**src/inc/dms_consts.vh**
```
// Constants for the converter mode and switch decoder
`ifndef DMS_CONSTS_VH
`define DMS_CONSTS_VH

// Register byte offsets (printed offsets 0x1 to 0x3 and 0x7 are not word aligned,
// so they are kept as indices and the byte address is four times each)
`define DMS_IDX_CTRL 3'h0
`define DMS_IDX_RSVD1 3'h1
`define DMS_IDX_LEVEL 3'h2
`define DMS_IDX_RSVD7 3'h7
`define DMS_IDX_STOP 3'h3
`define DMS_ADDR_W 12
`define DMS_ADDR_CTRL 12'h000
`define DMS_ADDR_LEVEL 12'h008
`define DMS_ADDR_STOP 12'h00C
`define DMS_ADDR_RSVD1 12'h004
`define DMS_ADDR_RSVD7 12'h01C

// Field positions in the control register
`define DMS_FLD_RANGE 7
`define DMS_FLD_DRIVE 6
`define DMS_FLD_MODE_HI 2
`define DMS_FLD_MODE_LO 0

// Mode encodings
`define DMS_MODE_OFF 3'h0
`define DMS_MODE_AMP 3'h1
`define DMS_MODE_INT 3'h2
`define DMS_MODE_UNBUF 3'h4
`define DMS_MODE_UNBUF_AMP 3'h5
`define DMS_MODE_BUF 3'h7

// Reset values
`define DMS_RST_MODE 3'h0
`define DMS_RST_RANGE 1'b1
`define DMS_RST_DRIVE 1'b0
`define DMS_RST_LEVEL 8'h00

`endif

```
**src/rtl/dms_decode.v**
```verilog
// Combinational mode decoder for ladder, amplifier and switch controls
`timescale 1ns/10ps
`default_nettype none
`include "dms_consts.vh"

module dms_decode (
    input wire [2:0] i_mode,        // Stored mode field
    input wire i_stop,              // System stop request
    output reg o_ladder_en,         // Resistor network enable
    output reg o_amp_en,            // Amplifier enable
    output reg o_sw_one,            // Switch one closed
    output reg o_sw_two,            // Switch two closed
    output reg o_sw_three,          // Switch three closed
    output reg o_int_node,          // Ladder output onto internal node
    output reg o_valid              // Encoding is a supported mode
);

    // Table lookup, then the stop override on amplifier and switches 1, 2
    always @* begin
        o_ladder_en = 1'b0;
        o_amp_en = 1'b0;
        o_sw_one = 1'b0;
        o_sw_two = 1'b0;
        o_sw_three = 1'b0;
        o_valid = 1'b1;
        case (i_mode)
            `DMS_MODE_OFF: begin
                o_valid = 1'b1;
            end
            `DMS_MODE_AMP: begin
                o_amp_en = 1'b1;
                o_sw_one = 1'b1;
            end
            `DMS_MODE_INT: begin
                o_ladder_en = 1'b1;
            end
            `DMS_MODE_UNBUF: begin
                o_ladder_en = 1'b1;
                o_sw_three = 1'b1;
            end
            `DMS_MODE_UNBUF_AMP: begin
                o_ladder_en = 1'b1;
                o_amp_en = 1'b1;
                o_sw_one = 1'b1;
                o_sw_three = 1'b1;
            end
            `DMS_MODE_BUF: begin
                o_ladder_en = 1'b1;
                o_amp_en = 1'b1;
                o_sw_two = 1'b1;
            end
            default: begin
                o_valid = 1'b0;
            end
        endcase
        // Internal node follows the ladder enable in every mode
        o_int_node = o_ladder_en;
        if (i_stop) begin
            o_amp_en = 1'b0;
            o_sw_one = 1'b0;
            o_sw_two = 1'b0;
        end
    end

endmodule
`default_nettype wire

```
**src/rtl/dms_top.v**
```verilog
// APB register block and registered analog controls for the 8-bit DAC
// What this block does
// - Reset puts the mode field at Off so the converter starts idle.
// - Mode 000 disables ladder and amplifier and opens all switches.
// - Mode 001 enables only the amplifier and closes switch one.
// - Mode 010 enables only the ladder with every switch open.
// - Mode 100 enables the ladder and closes switch three only.
// - Mode 101 enables both parts and closes switches one and three.
// - Mode 111 enables both parts and closes switch two only.
// - Whenever the ladder is enabled it drives the internal node.
// - The range bit resets to full range.
// - Range zero gives 256 steps over 0.8 of span offset by 0.1.
// - Range one gives 256 steps over the full span from low reference.
// - A write of an unsupported mode leaves the mode field unchanged.
// - In stop the amplifier is off and switches one and two are open.
// - Stop does not disturb stored mode, range or level values.
//
// The implementer's own choices: the register addresses and the APB interface to the registers.
`timescale 1ns/10ps
`default_nettype none
`include "dms_consts.vh"

module dms_top #(
    parameter ADDR_W = `DMS_ADDR_W     // APB address width
) (
    input wire I_CLK_SYS,              // 125 MHz bus clock
    input wire I_RESETN,               // Async reset, active low
    input wire I_PSEL,                 // APB select
    input wire I_PENABLE,              // APB access phase
    input wire I_PWRITE,               // APB direction, high for write
    input wire [ADDR_W-1:0] I_PADDR,   // APB byte address
    input wire [31:0] I_PWDATA,        // APB write data
    input wire [3:0] I_PSTRB,          // APB byte strobes
    input wire I_STOP,                 // System stop request
    output reg [31:0] O_PRDATA,        // APB read data
    output reg O_PREADY,               // APB ready
    output reg O_PSLVERR,              // APB error on unmapped address
    output reg O_LADDER_EN,            // Resistor network enable
    output reg O_AMP_EN,               // Amplifier enable
    output reg O_AMP_HIGH_DRIVE,       // Amplifier high drive select
    output reg O_SW_ONE,               // Switch one closed
    output reg O_SW_TWO,               // Switch two closed
    output reg O_SW_THREE,             // Switch three closed
    output reg O_INT_NODE_EN,          // Ladder drives internal node
    output reg O_FULL_RANGE,           // Full span when high
    output reg [7:0] O_LEVEL           // Level code to the ladder
);

    reg [2:0] mode_q;
    reg range_q;
    reg drive_q;
    reg [7:0] level_q;
    reg stop_q;
    wire setup_ok;
    wire [ADDR_W-1:0] word_addr;
    wire hit_ctrl;
    wire hit_level;
    wire hit_stop;
    wire hit_rsvd;
    wire mapped;
    wire wr_ok;
    wire dec_ladder;
    wire dec_amp;
    wire dec_one;
    wire dec_two;
    wire dec_three;
    wire dec_node;
    wire wr_mode_valid;
    wire stop_now;

    // Access phase answered one edge later: one wait state
    assign setup_ok = I_PSEL && I_PENABLE;
    assign word_addr = {I_PADDR[ADDR_W-1:2], 2'b00};
    assign hit_ctrl = (word_addr == `DMS_ADDR_CTRL);
    assign hit_level = (word_addr == `DMS_ADDR_LEVEL);
    assign hit_stop = (word_addr == `DMS_ADDR_STOP);
    assign hit_rsvd = (word_addr == `DMS_ADDR_RSVD1) ||
        (word_addr >= 12'h010 && word_addr <= `DMS_ADDR_RSVD7);
    assign mapped = hit_ctrl || hit_level || hit_stop || hit_rsvd;
    assign wr_ok = setup_ok && !O_PREADY && I_PWRITE && mapped;
    assign stop_now = I_STOP || stop_q;

    // Checks whether the written mode bits name a supported mode
    dms_decode u_wr_check (
        .i_mode(I_PWDATA[`DMS_FLD_MODE_HI:`DMS_FLD_MODE_LO]),
        .i_stop(1'b0),
        .o_ladder_en(),
        .o_amp_en(),
        .o_sw_one(),
        .o_sw_two(),
        .o_sw_three(),
        .o_int_node(),
        .o_valid(wr_mode_valid)
    );

    // Decodes the stored mode into the next control levels
    dms_decode u_decode (
        .i_mode(mode_q),
        .i_stop(stop_now),
        .o_ladder_en(dec_ladder),
        .o_amp_en(dec_amp),
        .o_sw_one(dec_one),
        .o_sw_two(dec_two),
        .o_sw_three(dec_three),
        .o_int_node(dec_node),
        .o_valid()
    );

    // Register writes; stop only masks outputs, never the stored fields
    always @(posedge I_CLK_SYS or negedge I_RESETN) begin
        if (!I_RESETN) begin
            mode_q <= `DMS_RST_MODE;
            range_q <= `DMS_RST_RANGE;
            drive_q <= `DMS_RST_DRIVE;
            level_q <= `DMS_RST_LEVEL;
            stop_q <= 1'b0;
        end else if (wr_ok && I_PSTRB[0]) begin
            if (hit_ctrl) begin
                if (wr_mode_valid) begin
                    mode_q <= I_PWDATA[`DMS_FLD_MODE_HI:`DMS_FLD_MODE_LO];
                end
                range_q <= I_PWDATA[`DMS_FLD_RANGE];
                drive_q <= I_PWDATA[`DMS_FLD_DRIVE];
            end
            if (hit_level) begin
                level_q <= I_PWDATA[7:0];
            end
            if (hit_stop) begin
                stop_q <= I_PWDATA[0];
            end
        end
    end

    // APB answer: ready after one wait state, error on unmapped words
    always @(posedge I_CLK_SYS or negedge I_RESETN) begin
        if (!I_RESETN) begin
            O_PREADY <= 1'b0;
            O_PSLVERR <= 1'b0;
            O_PRDATA <= 32'h00000000;
        end else if (setup_ok && !O_PREADY) begin
            O_PREADY <= 1'b1;
            O_PSLVERR <= !mapped;
            O_PRDATA <= 32'h00000000;
            if (!I_PWRITE && hit_ctrl) begin
                O_PRDATA <= {24'h000000, range_q, drive_q, 3'b000, mode_q};
            end
            if (!I_PWRITE && hit_level) begin
                O_PRDATA <= {24'h000000, level_q};
            end
            if (!I_PWRITE && hit_stop) begin
                O_PRDATA <= {30'h00000000, I_STOP, stop_q};
            end
        end else begin
            O_PREADY <= 1'b0;
            O_PSLVERR <= 1'b0;
            O_PRDATA <= 32'h00000000;
        end
    end

    // Registered analog controls, one edge behind the stored fields
    always @(posedge I_CLK_SYS or negedge I_RESETN) begin
        if (!I_RESETN) begin
            O_LADDER_EN <= 1'b0;
            O_AMP_EN <= 1'b0;
            O_AMP_HIGH_DRIVE <= `DMS_RST_DRIVE;
            O_SW_ONE <= 1'b0;
            O_SW_TWO <= 1'b0;
            O_SW_THREE <= 1'b0;
            O_INT_NODE_EN <= 1'b0;
            O_FULL_RANGE <= `DMS_RST_RANGE;
            O_LEVEL <= `DMS_RST_LEVEL;
        end else begin
            O_LADDER_EN <= dec_ladder;
            O_AMP_EN <= dec_amp;
            O_AMP_HIGH_DRIVE <= drive_q;
            O_SW_ONE <= dec_one;
            O_SW_TWO <= dec_two;
            O_SW_THREE <= dec_three;
            O_INT_NODE_EN <= dec_node;
            // Ladder scales by range: zero reduced span, one full span
            O_FULL_RANGE <= range_q;
            O_LEVEL <= level_q;
        end
    end

endmodule
`default_nettype wire

```
**config.mk**
```make
export PLATFORM = sky130hd
export DESIGN_NAME = dms_top
export DESIGN_NICKNAME = d
export VERILOG_FILES = /design/src/rtl/dms_decode.v /design/src/rtl/dms_top.v
export VERILOG_INCLUDE_DIRS = /design/src /design/src/inc
export SDC_FILE = /design/constraint.sdc
export NUM_CORES = 1
export LEC_CHECK = 0
export BUFFER_PORTS_ARGS = -buffer_cell sky130_fd_sc_hd__buf_2
export CAP_MARGIN = 10
export CORE_ASPECT_RATIO = 1.5
export CORE_MARGIN = 2
export CORE_UTILIZATION = 38
export DETAILED_ROUTE_END_ITERATION = 8
export GPL_TIMING_DRIVEN = 0
export MAX_ROUTING_LAYER = met4
export PLACE_DENSITY = 0.85
export SYNTH_ARGS = -nofsm -noshare
export SYNTH_HDL_FRONTEND = slang
export SYNTH_SLANG_ARGS = --single-unit
export TNS_END_PERCENT = 5
```
**constraint.sdc**
```tcl
create_clock -name I_CLK_SYS -period 1.24 [get_ports I_CLK_SYS]
set_input_delay 0.124 -clock I_CLK_SYS [delete_from_list [all_inputs] [get_ports I_CLK_SYS]]
set_output_delay 0.124 -clock I_CLK_SYS [all_outputs]
set_load 0.01 [all_outputs]
```
==> summary by stage <==
Status
The flow ran to the end, but the final reports show violations. The checks that failed: DRC, setup timing.

Global route
The first global-routing pass estimated 5.07 mm of wire. The global route total overflow is 0. The number of global-route vias before repair is 1213. The number of antenna violations at the first check in global routing is 0.

The combined global-route utilization of all metal layers is 13.9%. The largest net degree at the start of global routing is 40.

Placement
Routability-driven placement finished with a final weighted congestion of 0.789. The post-placement worst setup slack is -276 ps. The total of buffers placed on input and output ports is 49. The half-perimeter wire length of the detailed placement result is 2.33 mm.

CTS
Clock tree synthesis selected as its root buffer the cell clkbuf_8. Counting every sink on the clock net gives 39. The longest clock path from root to sink contains 2 buffers. The source-to-sink clock delay at the later pin of the worst-skew pair is 290 ps. The total number of H-tree levels is 2. TritonCTS built the clock tree.

The register clock-pin slew on the reported worst setup and hold paths is 70 ps. Clock tree synthesis inserted a total of 5 buffers.

Synthesis
The cell area that synthesis handed to floorplanning was 1700 um2. The share of the synthesized area in the top cell type is 54.4%. By area, the combinational part of the netlist is dominated by simple AND/OR/NAND/NOR gates. After synthesis, flip-flops and latches occupy 57.5% of the total area.

The post-synthesis share of cell area spent on full adders, half adders and majority gates is 0%. The register bit count reported by yosys is 39. Summing the areas of all compound-gate instances in the mapped netlist gives 4.56% of the synthesized area.

The number of instances in the synthesized netlist is 137. The cell type contributing the most total cell area after synthesis is dfrtp_1. Counting distinct cell types in the post-synthesis netlist gives 31. By area the synthesized netlist is led by dfrtp_1, buf_4, mux2_2. The count of warnings emitted by yosys is 0. The synthesized netlist devotes 1.03% of its cell area to XOR and XNOR gates.

Measured against the total synthesized area, the mux share comes to 10.2%. In this run the mean area of a mapped cell was 12.4 um2. The synthesized netlist devotes 14.5% of its cell area to simple gates.

Floorplan
The die is 86.0 um tall. The I/O pin count is 104. The core area is 4280 um2. Once the floorplan was initialized, standard cells occupied 39.8% of the core. The floorplan has 29 rows. The floorplan die area is 5040 um2. The floorplan step set the die width to 58.7 um.

Route
In the final routed layout, each cell accounts on average for 12.1 um. The average vias per placed instance is 4.43. For this run, the detailed router's first-pass iteration total came to 6. The DRC violation count after routing is 8.

Summed over all layers, the routed wires come to 3.22 mm. For this block, the initial DRC count from the detailed router was 41. Summing over every cut layer, the via total after detailed routing is 1184.

The count of nets left with antenna violations once routing finished came out at 0.

Timing
Based on the critical path, the design can be clocked at up to 0.695 GHz. The final-report hold violation count is 0. Setup repair after global routing could not meet its margin everywhere. The actual slew at the worst max-slew pin is 816 ps.

Setup violations remaining at the end of the flow were counted as 22. Once routing completed, OpenROAD measured the worst setup slack at -199 ps. The maximum clock skew at final layout is 3.03 ps.

The period utilization is 116%. The headroom to the max-slew limit is 45.6%. The final-report max-slew violation count came to 0. For the finished layout, the period the worst path requires is 1440 ps.

Final layout
The area growth from synthesis to layout is 32.8%. The proportion of layout cells with a drive suffix above 1 is 51.1%. The net count of the finished layout is 274.

In the layout the commonest cells are buf_2, dfrtp_1, buf_4, conb_1, mux2_2. 0 antenna diodes ended up in the layout. The final core utilization is 52.8%. The leading cell type in the layout, fill and taps excluded is buf_2. The number of filler instances in the final layout is 375.

Power and ir drop
Summed over all cells, the static leakage comes to 1.23 nW. Dividing total power by cell area gives a power density of 1040 nW/um2. The worst-case vdd ir drop is 421 uV.

The total power of the final layout is 2.35 mW.

Setup path
The required time of the worst setup path is 1420 ps. The critical path's largest stage delay is 380 ps. Walking the worst path, the cells encountered are and3b_1 -> buf_6 -> buf_4 -> nand4_4 -> mux2_2. For the worst setup path, the data arrival time is 1620 ps. The type of the worst setup path is reg -> reg. STA classifies the critical path startpoint as a flip-flop. The kind of capture point of the worst setup path is a flip-flop. Of all nets on the critical path, the largest fanout is 9. On the critical path, the stage with the largest delay is an instance of dfrtp_1.

Worst hold path
The path class of the lowest-slack min-delay path is in -> reg.

Run
The max-cap check violation count is 0.
==> Yosys cell counts <==
master,instances
dfrtp_1,37
buf_4,26
nor2_1,12
mux2_2,11
and2_1,5
mux2i_1,5
nand2_1,5
o21ai_0,4
nand2b_1,3
a211o_1,2
a31oi_1,2
buf_2,2
dfstp_2,2
nand4_2,2
nor3_1,2
nor3b_1,2
a21boi_0,1
a21oi_1,1
and3b_1,1
and4bb_2,1
conb_1,1
nand4_1,1
nand4b_1,1
nor2b_1,1
nor4_2,1
nor4_4,1
o21a_1,1
o21bai_1,1
or2_2,1
xnor2_1,1
xor2_1,1
==> cells by family after synthesis <==
| logic type | count (synthesis) |
|---|---|
| and+or+nand+nor | 39 |
| xor gates and xnor gates | 2 |
| AOI/OAI and AO/OA | 12 |
| buffers and inverters | 28 |
| muxes | 16 |
| other | 1 |
| DFF | 39 |
==> final cells by class <==
class	count	area, um2	area share [%]
multi-input cells	93	652	28.8
clock inverters	2	12.5	0.553
well taps	46	57.6	2.54
plain buffers	28	211	9.35
flip-flops and latches	39	978	43.3
clock buffers	6	72.6	3.21
repair buffers	53	278	12.3
==> power by group <==
part / internal (mW) / total (mW) / switching (mW)
logic: 0.117 / 0.253 / 0.136
registers: 1.28 / 1.28 / 0.00291
clock network: 0.392 / 0.817 / 0.424
==> sequential cells by signal, summed over array words and instances, names as in the netlist, 3 cells and up <==
name	cells
mode_q	3
O_LEVEL	8
level_q	8
O_PRDATA	8
==> per-stage QoR <==
| stage | std cells | setup TNS (ps) | hold WS [ps] | instance area (um2) |
|---|---|---|---|---|
| 2_1_floorplan | 160 | -2190 | -172 | 1790 |
| 3_3_place_gp | 255 | -4100 | 261 | 2090 |
| 3_5_place_dp | 255 | -4790 | 269 | 2090 |
| 4_1_cts | 264 | -2690 | 59.6 | 2230 |
| 5_1_grt | 267 | -4240 | 62.8 | 2260 |
| 6_report | 267 | -3010 | 59.9 | 2260 |
==> path summary, 6_finish.rpt <==
path | from | to | slack, ps | cells after the start
worst min-delay path | I_PWDATA[5] | level_q[5]$_DFFE_PN0P_ | 60 | 2
worst min register to register | range_q$_DFFE_PN1P_ | O_FULL_RANGE$_DFF_PN1_ | 380 | 0
worst max register to register | O_PREADY$_DFF_PN0_ | drive_q$_DFFE_PN0P_ | -200 | 5
min in group asynchronous | I_RESETN | O_LEVEL[0]$_DFF_PN0_ | 470 | 2
worst max-delay path | O_PREADY$_DFF_PN0_ | drive_q$_DFFE_PN0P_ | -200 | 5
max in group asynchronous | I_RESETN | O_LEVEL[5]$_DFF_PN0_ | 260 | 2
==> worst max-delay path, delay by kind of cell (launching register included) <==
kind | cells | cell delay [ps]
AND/OR/NAND/NOR | 2 | 380
buffers and inverters | 2 | 230
flip-flops | 1 | 380
multiplexers | 1 | 330
==> routing by layer <==
| layer | GRT usage (%) | vias to the layer above | routed length [um] |
|---|---|---|---|
| li1 | - | 580 | - |
| met4 | 9.30 | 0 | 99 |
| met2 | 24.1 | 49 | 1730 |
| met3 | 2.56 | 5 | 212 |
| met5 | - | - | 0 |
| met1 | 13.5 | 550 | 1180 |
==> what timing repair did <==
action | CTS | global route
pin swaps | 7 | 6
setup buffers | 0 | 3
hold buffers | 1 | 0
gates resized for setup | 9 | 5
endpoints found under the hold margin | 37 | 0
endpoints found under the setup margin | 20 | 22
Power figures use the tool's default switching activity.
